## src/dpv_consts.svh

```systemverilog
// Notes on behaviour
// DAC stays powered down while power bit is 0; resets to 0.
// Source field: 00 off, 01 left, 10 right, 11 average; reset left.
// Soft-step: 00 one step per sample, 01 per two samples, 10 none.
// Software never writes 11 into the soft-step field.
// Mute bit 1 silences output, 0 passes audio; resets muted.
// Gain is signed 8-bit half-dB steps, +48 down to -127; 0 is 0 dB.
// Software never writes gain 49..127 or -128.
// Enabled headset status: 00 none, 01 no mic, 11 with mic.
// Headset debounce 16 ms every 2 ms, doubling to 512 ms every 64 ms.
// Button debounce none, 8/1 ms, 16/2 ms or 32/4 ms.
// Debounce timing divides down the 1 MHz reference clock.
// Compressor threshold -3 dB down to -24 dB in 3 dB steps; reset -12.
// Compressor hysteresis 0..3 dB by code; reset 3 dB.
// Software writes zeros or reset values into reserved fields.
// Soft-stepping moves applied gain 0.5 dB per step toward target.
`ifndef DPV_CONSTS_SVH
`define DPV_CONSTS_SVH
// Register indices; byte address is four times the index
`define DPV_IDX_SETUP    10'h03F
`define DPV_IDX_MUTE     10'h040
`define DPV_IDX_GAIN     10'h041
`define DPV_IDX_RSVD66   10'h042
`define DPV_IDX_HEADSET  10'h043
`define DPV_IDX_COMP     10'h044
`define DPV_IDX_IRQ_STAT 10'h050
`define DPV_IDX_IRQ_MASK 10'h051
// Reset values
`define DPV_RST_SETUP    8'h14
`define DPV_RST_MUTE     8'h0C
`define DPV_RST_GAIN     8'h00
`define DPV_RST_RSVD66   8'h00
`define DPV_RST_HEADSET  8'h00
`define DPV_RST_COMP     8'h0F
// Field positions
`define DPV_BIT_POWER    7
`define DPV_BIT_MUTE     3
`define DPV_BIT_HS_EN    7
`define DPV_BIT_COMP_EN  6
// Timing: reference is 1 MHz, one ms is this many reference periods
`define DPV_REF_HZ       1000000
`define DPV_MS_PER_S     1000
`define DPV_REF_PER_MS   (`DPV_REF_HZ / `DPV_MS_PER_S)
`define DPV_DEB_SAMPLES  8
// Bus answers
`define DPV_RESP_OKAY    2'h0
`define DPV_RESP_SLVERR  2'h2
`endif

```

## src/dpv_pkg.sv

```systemverilog
`default_nettype none
package dpv_pkg;
  // Pair of incoming samples
  typedef struct packed {
    logic [15:0] left;
    logic [15:0] right;
  } dpv_stereo_s;
  // Compressor settings passed on to the gain stage
  typedef struct packed {
    logic       enable;
    logic [2:0] threshold;
    logic [1:0] hysteresis;
  } dpv_comp_s;
  typedef enum logic [1:0] {
    DPV_STEP_EVERY,
    DPV_STEP_HALF,
    DPV_STEP_NONE,
    DPV_STEP_RSVD
  } dpv_step_e;
  typedef enum logic [1:0] {
    DPV_SRC_OFF,
    DPV_SRC_LEFT,
    DPV_SRC_RIGHT,
    DPV_SRC_AVG
  } dpv_src_e;
endpackage
`default_nettype wire

```

## src/dpv_dac_path.sv

```systemverilog
// Implementation choice: register access over AXI4-Lite.
`timescale 1ns/1ps
`default_nettype none
`include "dpv_consts.svh"
module dpv_dac_path
  import dpv_pkg::*;
(
  input  wire logic        aclk,
  input  wire logic        aresetn,
  input  wire logic [11:0] s_axi_awaddr,
  input  wire logic        s_axi_awvalid,
  output logic             s_axi_awready,
  input  wire logic [31:0] s_axi_wdata,
  input  wire logic [3:0]  s_axi_wstrb,
  input  wire logic        s_axi_wvalid,
  output logic             s_axi_wready,
  output logic [1:0]       s_axi_bresp,
  output logic             s_axi_bvalid,
  input  wire logic        s_axi_bready,
  input  wire logic [11:0] s_axi_araddr,
  input  wire logic        s_axi_arvalid,
  output logic             s_axi_arready,
  output logic [31:0]      s_axi_rdata,
  output logic [1:0]       s_axi_rresp,
  output logic             s_axi_rvalid,
  input  wire logic        s_axi_rready,
  input  wire dpv_stereo_s audio_in,
  input  wire logic        sample_valid,
  input  wire logic        ref_clk_1mhz,
  input  wire logic        hs_present_pin,
  input  wire logic        hs_mic_pin,
  input  wire logic        hs_button_pin,
  output logic [15:0]      dac_sample,
  output logic             dac_sample_valid,
  output logic             dac_power_on,
  output logic [7:0]       dac_applied_gain,
  output dpv_comp_s        comp_ctrl,
  output logic             irq
);
  logic [7:0]  setup_reg, mute_reg, gain_reg, rsvd66_reg, hs_reg, comp_reg;
  logic [1:0]  irq_stat_reg, irq_mask_reg, irq_set;
  logic [1:0]  hs_stat_reg;
  logic        btn_stable_reg, btn_prev_reg;
  logic [11:0] aw_addr_reg;
  logic [31:0] w_data_reg;
  logic        w_strb0_reg;
  logic        wr_fire, wr_hit, rd_hit;
  logic [9:0]  wr_idx, rd_idx;
  logic [7:0]  rd_byte;
  dpv_step_e   step_mode;
  dpv_src_e    src_sel;

  assign step_mode = dpv_step_e'(setup_reg[1:0]);
  assign src_sel   = dpv_src_e'(setup_reg[5:4]);

  //////////////////////////////////////////////////////////////////////////
  // AXI4-Lite slave: address and data taken in either order
  assign wr_fire = !s_axi_awready && !s_axi_wready && !s_axi_bvalid;
  assign wr_idx  = aw_addr_reg[11:2];
  assign rd_idx  = s_axi_araddr[11:2];

  always_ff @(posedge aclk) begin
    if (!aresetn) begin
      s_axi_awready <= 1'b1;
      s_axi_wready  <= 1'b1;
      s_axi_bvalid  <= 1'b0;
      s_axi_bresp   <= `DPV_RESP_OKAY;
      aw_addr_reg   <= 12'h000;
      w_data_reg    <= 32'h00000000;
      w_strb0_reg   <= 1'b0;
    end else begin
      if (s_axi_awvalid && s_axi_awready) begin
        aw_addr_reg   <= s_axi_awaddr;
        s_axi_awready <= 1'b0;
      end
      if (s_axi_wvalid && s_axi_wready) begin
        w_data_reg   <= s_axi_wdata;
        w_strb0_reg  <= s_axi_wstrb[0];
        s_axi_wready <= 1'b0;
      end
      if (wr_fire) begin
        s_axi_bvalid <= 1'b1;
        s_axi_bresp  <= wr_hit ? `DPV_RESP_OKAY : `DPV_RESP_SLVERR;
      end
      if (s_axi_bvalid && s_axi_bready) begin
        s_axi_bvalid  <= 1'b0;
        s_axi_awready <= 1'b1;
        s_axi_wready  <= 1'b1;
      end
    end
  end

  // Decode of mapped indices, shared by both directions
  function automatic logic idx_mapped(input logic [9:0] idx);
    idx_mapped = (idx >= `DPV_IDX_SETUP && idx <= `DPV_IDX_COMP) ||
                 idx == `DPV_IDX_IRQ_STAT || idx == `DPV_IDX_IRQ_MASK;
  endfunction
  assign wr_hit = idx_mapped(wr_idx);
  assign rd_hit = idx_mapped(rd_idx);

  // Register writes; byte lane 0 carries every register
  // reserved bits stored as written, software keeps them at reset value
  always_ff @(posedge aclk) begin
    if (!aresetn) begin
      setup_reg    <= `DPV_RST_SETUP;
      mute_reg     <= `DPV_RST_MUTE;
      gain_reg     <= `DPV_RST_GAIN;
      rsvd66_reg   <= `DPV_RST_RSVD66;
      hs_reg       <= `DPV_RST_HEADSET;
      comp_reg     <= `DPV_RST_COMP;
      irq_mask_reg <= 2'h0;
    end else if (wr_fire && w_strb0_reg) begin
      unique case (wr_idx)
        `DPV_IDX_SETUP:    setup_reg    <= w_data_reg[7:0];
        `DPV_IDX_MUTE:     mute_reg     <= w_data_reg[7:0];
        `DPV_IDX_GAIN:     gain_reg     <= w_data_reg[7:0];
        `DPV_IDX_RSVD66:   rsvd66_reg   <= w_data_reg[7:0];
        `DPV_IDX_HEADSET:  hs_reg       <= w_data_reg[7:0];
        `DPV_IDX_COMP:     comp_reg     <= w_data_reg[7:0];
        `DPV_IDX_IRQ_MASK: irq_mask_reg <= w_data_reg[1:0];
        default: ;
      endcase
    end
  end

  // Read mux; headset status bits show live detector state
  always_comb begin
    unique case (rd_idx)
      `DPV_IDX_SETUP:    rd_byte = setup_reg;
      `DPV_IDX_MUTE:     rd_byte = mute_reg;
      `DPV_IDX_GAIN:     rd_byte = gain_reg;
      `DPV_IDX_RSVD66:   rd_byte = rsvd66_reg;
      // status read only in D6-D5
      `DPV_IDX_HEADSET:  rd_byte = {hs_reg[7], hs_stat_reg, hs_reg[4:0]};
      `DPV_IDX_COMP:     rd_byte = comp_reg;
      `DPV_IDX_IRQ_STAT: rd_byte = {6'h00, irq_stat_reg};
      `DPV_IDX_IRQ_MASK: rd_byte = {6'h00, irq_mask_reg};
      default:           rd_byte = 8'h00;
    endcase
  end

  // Read channel: answer one cycle after the address is taken
  always_ff @(posedge aclk) begin
    if (!aresetn) begin
      s_axi_arready <= 1'b1;
      s_axi_rvalid  <= 1'b0;
      s_axi_rdata   <= 32'h00000000;
      s_axi_rresp   <= `DPV_RESP_OKAY;
    end else if (s_axi_arvalid && s_axi_arready) begin
      s_axi_arready <= 1'b0;
      s_axi_rvalid  <= 1'b1;
      s_axi_rdata   <= {24'h000000, rd_byte};
      s_axi_rresp   <= rd_hit ? `DPV_RESP_OKAY : `DPV_RESP_SLVERR;
    end else if (s_axi_rvalid && s_axi_rready) begin
      s_axi_rvalid  <= 1'b0;
      s_axi_arready <= 1'b1;
    end
  end

  //////////////////////////////////////////////////////////////////////////
  // Playback path
  logic        half_phase_reg;
  logic [16:0] avg_sum;
  logic [15:0] src_sample;
  logic        step_due;
  assign avg_sum = {audio_in.left[15], audio_in.left} +
                   {audio_in.right[15], audio_in.right};

  // source selection
  always_comb begin
    unique case (src_sel)
      DPV_SRC_OFF:   src_sample = 16'h0000;
      DPV_SRC_LEFT:  src_sample = audio_in.left;
      DPV_SRC_RIGHT: src_sample = audio_in.right;
      DPV_SRC_AVG:   src_sample = avg_sum[16:1];
    endcase
  end

  // power and mute force silence; data stays held until next sample
  always_ff @(posedge aclk) begin
    if (!aresetn) begin
      dac_sample       <= 16'h0000;
      dac_sample_valid <= 1'b0;
      dac_power_on     <= 1'b0;
    end else begin
      dac_power_on     <= setup_reg[`DPV_BIT_POWER];
      dac_sample_valid <= sample_valid && setup_reg[`DPV_BIT_POWER];
      if (sample_valid) begin
        dac_sample <= (!setup_reg[`DPV_BIT_POWER] ||
                       mute_reg[`DPV_BIT_MUTE]) ? 16'h0000 : src_sample;
      end
    end
  end

  // step cadence; reserved code 11 behaves as no stepping
  assign step_due = sample_valid &&
                    (step_mode == DPV_STEP_EVERY ||
                     (step_mode == DPV_STEP_HALF && half_phase_reg));

  // applied gain walks half a dB per step to the signed target
  always_ff @(posedge aclk) begin
    if (!aresetn) begin
      dac_applied_gain <= `DPV_RST_GAIN;
      half_phase_reg   <= 1'b0;
    end else begin
      if (sample_valid)
        half_phase_reg <= !half_phase_reg;
      if (step_mode == DPV_STEP_NONE || step_mode == DPV_STEP_RSVD)
        dac_applied_gain <= gain_reg;
      else if (step_due) begin
        if ($signed(dac_applied_gain) < $signed(gain_reg))
          dac_applied_gain <= dac_applied_gain + 8'h01;
        else if ($signed(dac_applied_gain) > $signed(gain_reg))
          dac_applied_gain <= dac_applied_gain - 8'h01;
      end
    end
  end

  // compressor settings handed to the gain stage
  always_ff @(posedge aclk) begin
    if (!aresetn)
      comp_ctrl <= '{1'b0, 3'h3, 2'h3};
    else
      comp_ctrl <= '{comp_reg[`DPV_BIT_COMP_EN], comp_reg[4:2],
                     comp_reg[1:0]};
  end

  //////////////////////////////////////////////////////////////////////////
  // Headset detection and debounce
  logic [3:0] sync1_reg, sync2_reg;
  logic       ref_prev_reg, ms_tick;
  logic [9:0] us_cnt_reg;
  logic [6:0] ms_cnt_reg;
  logic [1:0] hs_cand_reg, hs_deb_reg;
  logic [2:0] hs_agree_reg, btn_agree_reg;
  logic       btn_cand_reg;
  logic       hs_sample, btn_sample;
  logic [6:0] hs_period, btn_period;

  // Pins and reference clock pass two flip-flops first
  always_ff @(posedge aclk) begin
    if (!aresetn) begin
      sync1_reg <= 4'h0;
      sync2_reg <= 4'h0;
    end else begin
      sync1_reg <= {ref_clk_1mhz, hs_button_pin, hs_mic_pin, hs_present_pin};
      sync2_reg <= sync1_reg;
    end
  end

  // one ms tick from rising edges of the 1 MHz reference
  always_ff @(posedge aclk) begin
    if (!aresetn) begin
      ref_prev_reg <= 1'b0;
      us_cnt_reg   <= 10'h000;
      ms_tick      <= 1'b0;
      ms_cnt_reg   <= 7'h00;
    end else begin
      ref_prev_reg <= sync2_reg[3];
      ms_tick      <= 1'b0;
      if (sync2_reg[3] && !ref_prev_reg) begin
        if (us_cnt_reg == 10'(`DPV_REF_PER_MS - 1)) begin
          us_cnt_reg <= 10'h000;
          ms_tick    <= 1'b1;
        end else
          us_cnt_reg <= us_cnt_reg + 10'h001;
      end
      if (ms_tick)
        ms_cnt_reg <= ms_cnt_reg + 7'h01;
    end
  end

  // sample intervals: 2 ms doubling per code, button 1 ms doubling
  assign hs_period  = 7'h02 << hs_reg[4:2];
  assign btn_period = 7'h01 << (hs_reg[1:0] - 2'h1);
  assign hs_sample  = ms_tick && ((ms_cnt_reg & (hs_period - 7'h01)) == 7'h00);
  assign btn_sample = ms_tick &&
                      ((ms_cnt_reg & (btn_period - 7'h01)) == 7'h00);

  // eight agreeing samples span the debounce time
  always_ff @(posedge aclk) begin
    if (!aresetn) begin
      hs_cand_reg  <= 2'h0;
      hs_agree_reg <= 3'h0;
      hs_deb_reg   <= 2'h0;
    end else if (hs_sample) begin
      if (sync2_reg[1:0] != hs_cand_reg) begin
        hs_cand_reg  <= sync2_reg[1:0];
        hs_agree_reg <= 3'h0;
      end else if (hs_agree_reg == 3'(`DPV_DEB_SAMPLES - 1))
        hs_deb_reg   <= hs_cand_reg;
      else
        hs_agree_reg <= hs_agree_reg + 3'h1;
    end
  end

  // button: code 00 follows the pin directly
  always_ff @(posedge aclk) begin
    if (!aresetn) begin
      btn_cand_reg   <= 1'b0;
      btn_agree_reg  <= 3'h0;
      btn_stable_reg <= 1'b0;
    end else if (hs_reg[1:0] == 2'h0)
      btn_stable_reg <= sync2_reg[2];
    else if (btn_sample) begin
      if (sync2_reg[2] != btn_cand_reg) begin
        btn_cand_reg  <= sync2_reg[2];
        btn_agree_reg <= 3'h0;
      end else if (btn_agree_reg == 3'(`DPV_DEB_SAMPLES - 1))
        btn_stable_reg <= btn_cand_reg;
      else
        btn_agree_reg <= btn_agree_reg + 3'h1;
    end
  end

  // status code; mic without presence cannot form reserved 10
  always_ff @(posedge aclk) begin
    if (!aresetn)
      hs_stat_reg <= 2'h0;
    else if (!hs_reg[`DPV_BIT_HS_EN] || !hs_deb_reg[0])
      hs_stat_reg <= 2'h0;
    else
      hs_stat_reg <= {hs_deb_reg[1], 1'b1};
  end

  //////////////////////////////////////////////////////////////////////////
  // Interrupts: bit0 headset status change, bit1 button press
  logic [1:0] hs_stat_prev_reg;
  assign irq_set = {btn_stable_reg && !btn_prev_reg,
                    hs_stat_reg != hs_stat_prev_reg};

  // Set beats a same-cycle write-one clear so no event is lost
  always_ff @(posedge aclk) begin
    if (!aresetn) begin
      irq_stat_reg     <= 2'h0;
      hs_stat_prev_reg <= 2'h0;
      btn_prev_reg     <= 1'b0;
      irq              <= 1'b0;
    end else begin
      hs_stat_prev_reg <= hs_stat_reg;
      btn_prev_reg     <= btn_stable_reg;
      irq_stat_reg     <= (irq_stat_reg &
                           ~((wr_fire && w_strb0_reg &&
                              wr_idx == `DPV_IDX_IRQ_STAT) ?
                             w_data_reg[1:0] : 2'h0)) | irq_set;
      irq              <= |(irq_stat_reg & irq_mask_reg);
    end
  end
endmodule
`default_nettype wire

```

## config.mk

```make
export PLATFORM = sky130hd
export DESIGN_NAME = dpv_dac_path
export DESIGN_NICKNAME = d
export VERILOG_FILES = /design/src/dpv_pkg.sv /design/src/dpv_dac_path.sv
export VERILOG_INCLUDE_DIRS = /design/src
export SDC_FILE = /design/constraint.sdc
export NUM_CORES = 1
export LEC_CHECK = 0
export CELL_PAD_IN_SITES_DETAIL_PLACEMENT = 0
export CELL_PAD_IN_SITES_GLOBAL_PLACEMENT = 1
export CORE_MARGIN = 4
export CORE_UTILIZATION = 51
export CTS_BUF_LIST = sky130_fd_sc_hd__clkbuf_8 sky130_fd_sc_hd__clkbuf_16
export CTS_CLUSTER_DIAMETER = 120
export DETAILED_ROUTE_END_ITERATION = 6
export DONT_BUFFER_PORTS = 1
export MAX_ROUTING_LAYER = met4
export PLACE_DENSITY_LB_ADDON = 0.1
export SYNTH_ARGS = -nofsm -noshare
export SYNTH_HDL_FRONTEND = slang
export SYNTH_SLANG_ARGS = --single-unit
```

## constraint.sdc

```tcl
create_clock -name aclk -period 5.4 [get_ports aclk]
set_input_delay 0.81 -clock aclk [delete_from_list [all_inputs] [get_ports aclk]]
set_output_delay 0.81 -clock aclk [all_outputs]
set_load 0.05 [all_outputs]
```

* Yosys cells after proc, flatten, opt, wreduce, memory -nomap -nowiden *
Cells that the tools add are included.

storage, ports and cells
  bits in registers = 168
  bits of input ports = 104
  output and inout port bits = 74

operators by class
  $add $sub $neg = 10
  $lt $le $gt $ge = 6
  equal/unequal tests = 31
  shift-type cells = 2
  muxes and demuxes = 25
  bitwise logic cells = 9
  reductions and logical operators = 63

operators with widths
  cell                                                                 count
  equality test 10 x 7 -> 1 bit (second input constant)                14
  one-hot mux 16 bit (4 select lines)                                  1
  one-hot mux 8 bit (8 select lines)                                   1
  two-way mux 8 bit                                                    4
  AND reduction 2 bit                                                  11
  equality test 10 x 6 -> 1 bit (second input constant)                2
  greater-or-equal comparator 10 x 6 -> 1 bit (second input constant)  2
  less-or-equal comparator 10 x 7 -> 1 bit (second input constant)     2
  logical AND 1 bit                                                    18
  adder 16 x 16 -> 17 bit                                              1
  two-way mux 16 bit                                                   1
  bitwise AND 7 bit                                                    2
  zero test 7 bit                                                      2
  subtractor 7 x 1 -> 7 bit (second input constant)                    2
  two-way mux 3 bit                                                    4
  AND reduction 3 bit                                                  4
  adder 10 x 1 -> 10 bit (second input constant)                       1
  equality test 10 bit (second input constant)                         1
  two-way mux 1 bit                                                    10
  two-way mux 10 bit                                                   1
  zero test 1 bit                                                      9
  adder 8 x 1 -> 8 bit (second input constant)                         1
  equality test 2 bit (second input constant)                          4
  > comparator 8 bit                                                   1
  other kinds (22)                                                     47

* Logic depth before layout (Yosys ltp) *
  word-level depth = 9
  depth in mapped cells = 13
  mapped depth without buffers = 12

* Worst setup path after synthesis *
Ideal clock, no wire load.

  path kind = flip-flop to flip-flop
  from = reg dac_applied_gain[5]
  to = reg dac_applied_gain[4]
  arrival time = 3187 ps
  path slack = 2098 ps
  cell stages (with the launch flop) = 13
  path buffers = 1
  path through = dfxtp_1 -> ha_1 -> a21oi_1 -> o22ai_1 -> o32a_1 -> buf_2 -> xor2_1 -> ha_1 -> or4_1 -> mux2i_1 -> xnor2_1 -> o21ai_0 -> and2_1

on the way
  longest elaborated chain between the ends = 4

ends and longest elaborated chain
  what                    line                 text
  start, declared         dpv_dac_path.sv:36   output logic [7:0] dac_applied_gain,
  start signal, assigned  dpv_dac_path.sv:203  dac_applied_gain <= `DPV_RST_GAIN;
  start signal, assigned  dpv_dac_path.sv:209  dac_applied_gain <= gain_reg;
  start signal, assigned  dpv_dac_path.sv:212  dac_applied_gain <= dac_applied_gain + 8'h01;
  < comparator 8 bit      dpv_dac_path.sv:211  if ($signed(dac_applied_gain) < $signed(gain_reg))
  two-way mux 8 bit       dpv_dac_path.sv:211
  two-way mux 8 bit       dpv_dac_path.sv:210  else if (step_due) begin
  two-way mux 8 bit       dpv_dac_path.sv:208  if (step_mode == DPV_STEP_NONE || step_mode == DPV_STEP_RSVD)

Parallel ways exist; a longest one is shown, timed or not. The select of a mux whose other input is x is not followed.
A chain may end at the register's enable or synchronous reset.

* Worst setup path in the final report *
  from = reg dac_applied_gain[0]
  to = reg dac_applied_gain[4]

on the way
  longest elaborated chain between the ends = 5

ends and longest elaborated chain
  what                       line                 text
  subtractor 8 x 1 -> 8 bit  dpv_dac_path.sv:214  dac_applied_gain <= dac_applied_gain - 8'h01;
  two-way mux 8 bit          dpv_dac_path.sv:213  else if ($signed(dac_applied_gain) > $signed(gain_reg))
  two-way mux 8 bit          dpv_dac_path.sv:211
  two-way mux 8 bit          dpv_dac_path.sv:210
  two-way mux 8 bit          dpv_dac_path.sv:208

Parallel ways exist; a longest one is shown, timed or not. The select of a mux whose other input is x is not followed.

==> flow_summary.yaml <==
status:
  status: "completed"
yosys:
  async_reset_ff_share_pct: 0
  synthTopCellsByArea: "dfxtp_1 38%, mux2i_1 6.2%, nand2_1 6.2%"
  syn_inst: 990
  yosysWarnings: 0
  yosysTopAreaCell: "dfxtp_1"
  synth_area_sq_um: 8550
  ys_seq_area_share_pct: 37.9
  synth_edf_count: 0
  synth-main-ff-cell: "dfxtp_1"
  syn_area_per_cell_sq_um: 8.64
  ys_ff_latch: 162
  synth_cell_types: 71
  yosysTopAreaCellShare_pct: 37.9
flow_run:
  maxCapViolCount: 0
placement:
  port_buffers: 0
  dp.cells: 1163
  pre_cts_slack_ps: 1760
  gp_congestion: 0.843
  place_area_sq_um: 8550
  dp_hpwl_microns: 14600
route:
  drtIter0Drc: 340
  routed_via_density: 5.69
  drtPass1Iterations: 5
  wl_per_cell_microns: 16.9
  final_antenna_net_count: 0
  finalWirelength_microns: 20200
  routed-via-count: 6797
  drc_errors: 0
critical_path:
  path_delay_family: "simple AND/OR/NAND/NOR gates"
  cp_max_fo: 10
  crit_arrival_ps: 3970
  end_kind: "register"
  cp_slowest_cell: "dfxtp_1"
  crit_required_ps: 5720
  worstSetupStartpointType: "register"
  path_cells: "inv_1, ha_1, nand2b_1, a211oi_1, o32a_1, xor2_1, ha_1, or4_1, mux2i_1, xnor2_1, o21ai_0, and2_1"
  crit_buf_inv: 1
  worstSetupPathType: "reg2reg"
  max_stage_delay_ps: 770
  crit_top_cell: "ha_1"
floorplanning:
  io_pins: 178
  initial_utilization_pct: 51.7
  core-area_sq_um: 16500
  die-area_sq_um: 18900
  die_h_microns: 137
  rows: 47
  die_w_microns: 137
grt:
  grt_pass1_vias: 6457
  grt_overflow_total: 0
  antenna_found_initial: 0
  grt_max_degree: 156
  grt_pass1_wl_microns: 32700
  grt_util_all_layers_pct: 22.4
clock_tree:
  ctsHoldBuffers: 0
  post_cts_resized: 0
  cts_made_buffers: 17
  cts-htree-levels: 4
  clk-insertion-delay-late_ps: 420
  cts_sinks: 162
  clockBufferDepth: 2
  cts_tree: "done"
  cts_setup_buffers: 0
  cts_root_buffer: "clkbuf_16"
  clkTransAtPathRegs_ps: 60
layout:
  largest_register_ffs: 16
  fin_nets: 1101
  drive_above_1_share_pct: 5.03
  fin_cells: 1195
  n_antenna_cell: 0
  fillCellCount: 1553
  area_growth_pct: 6.29
  stdcell_area_sq_um: 9090
timing:
  setup_ws_ps: 1750
  rsz0062_at_grt: "no"
  fmax_mhz: 274
  period_share_pct: 67.7
  slew_viol_final: 0
  worst_slew_pin_slew_ps: 1190
  finalSetupViolations: 0
  fin_crit_ps: 3650
  skew_ps: 8.49
  hold_viol: 0
  tns_ps: 0
  maxSlewHeadroom_pct: 20.8
worst_hold_path:
  hp-class: "reg2reg"
power_and_ir_drop:
  vdd_drop_max_mv: 0.248
  p_leak_nw: 3.50
  powerDensity_nw_per_um2: 340
  fin_total_pwr_mw: 3.09
==> synthesized netlist by cell type, types with 4 or more instances <==
library cell / n
dfxtp_1: 162
nand2_1: 141
a21boi_0: 53
mux2i_1: 53
o21ai_0: 51
nor2b_1: 47
and2_1: 43
clkbuf_1: 36
nand3_1: 35
ha_1: 34
inv_1: 32
nor2_1: 31
a21oi_1: 30
buf_4: 26
xor2_1: 18
xnor2_1: 15
nand2b_1: 11
nor3_1: 11
a22oi_1: 9
nand4_1: 9
or3_1: 9
a221oi_1: 8
and3_1: 8
buf_2: 7
o211a_1: 7
o21a_1: 7
a222oi_1: 6
nor4_1: 6
a22o_1: 5
a31oi_1: 5
o22ai_1: 5
o2bb2ai_1: 5
buf_1: 4
o31a_1: 4
==> metal layers <==
layer	GRT usage, %	vias to the layer above	wire, microns
met4	6.54	0	346
met5	-	-	0
li1	-	3369	-
met3	5.59	24	1210
met2	37.3	173	9900
met1	26.8	3231	8750
==> power breakdown <==
| part | switching, mW | total, mW | internal (mW) |
|---|---|---|---|
| combinational | 0.315 | 0.571 | 0.256 |
| clock | 0.484 | 1.09 | 0.609 |
| sequential | 0.183 | 1.42 | 1.24 |
==> metrics by stage <==
| stage | utilization (%) | hold slack, ps |
|---|---|---|
| detailed placement | 51.7 | 424 |
| floorplan | - | 412 |
| global route | 55.0 | 453 |
| CTS | 55.0 | 439 |
| global placement | 51.7 | 419 |
| finish | 55.0 | 436 |
==> path summary, 6_finish.rpt <==
| check | depth (start not counted) | to | slack [ps] | startpoint |
|---|---|---|---|---|
| setup / recovery | 12 | dac_applied_gain[4] | 1750 | dac_applied_gain[0] |
| hold / removal | 1 | sync2_reg[3] | 440 | sync1_reg[3] |
| setup reg to reg | 12 | dac_applied_gain[4] | 1750 | dac_applied_gain[0] |
| hold reg to reg | 1 | sync2_reg[3] | 440 | sync1_reg[3] |
==> worst reg2reg max path: cells and delay by family (launching register included) <==
kind,cells,cell delay [ps]
AO/OA/AOI/OAI,3,800
AND/OR/NAND/NOR,3,840
adder cells (fa/ha/maj),2,510
flip-flops,1,770
XOR/XNOR,2,270
multiplexers,1,180
buffers and inverters,1,180
==> placed cells by master, fill, tap and decap left out, types with 7 or more instances in the layout <==
cell / netlist / final
nand4_1: 9 / 9
a21oi_1: 30 / 30
ha_1: 34 / 34
mux2i_1: 53 / 53
xor2_1: 18 / 18
xnor2_1: 15 / 15
conb_1: 1 / 26
nor2b_1: 47 / 47
a21boi_0: 53 / 53
inv_1: 32 / 33
a22oi_1: 9 / 9
or3_1: 9 / 9
o21ai_0: 51 / 51
nand2b_1: 11 / 11
nor3_1: 11 / 11
and2_1: 43 / 43
dfxtp_1: 162 / 162
and3_1: 8 / 8
nand3_1: 35 / 35
a221oi_1: 8 / 8
clkbuf_16: 0 / 17
nand2_1: 141 / 141
o21a_1: 7 / 7
nor2_1: 31 / 31
o211a_1: 7 / 7
==> kinds of logic after synthesis <==
logic type	share of synthesized area, %
other	0.0439
AOI/OAI and AO/OA	17.6
adders and majority gates	5.21
xor gates and xnor gates	3.38
buffers and inverters	5.91
DFF	37.9
muxes	7.00
and+or+nand+nor	22.9
==> final cells by class <==
type                            count  area, sq um  area share (%)
Multi-Input combinational cell    747         4890            53.9
Sequential cell                   162         3240            35.7
Clock buffer                       19          453            4.98
Tap cell                          220          275            3.03
Inverter                           32          120            1.32
Clock inverter                     13         86.3           0.950
Timing Repair Buffer                2         15.0           0.165
Power figures use the tool's default switching activity.
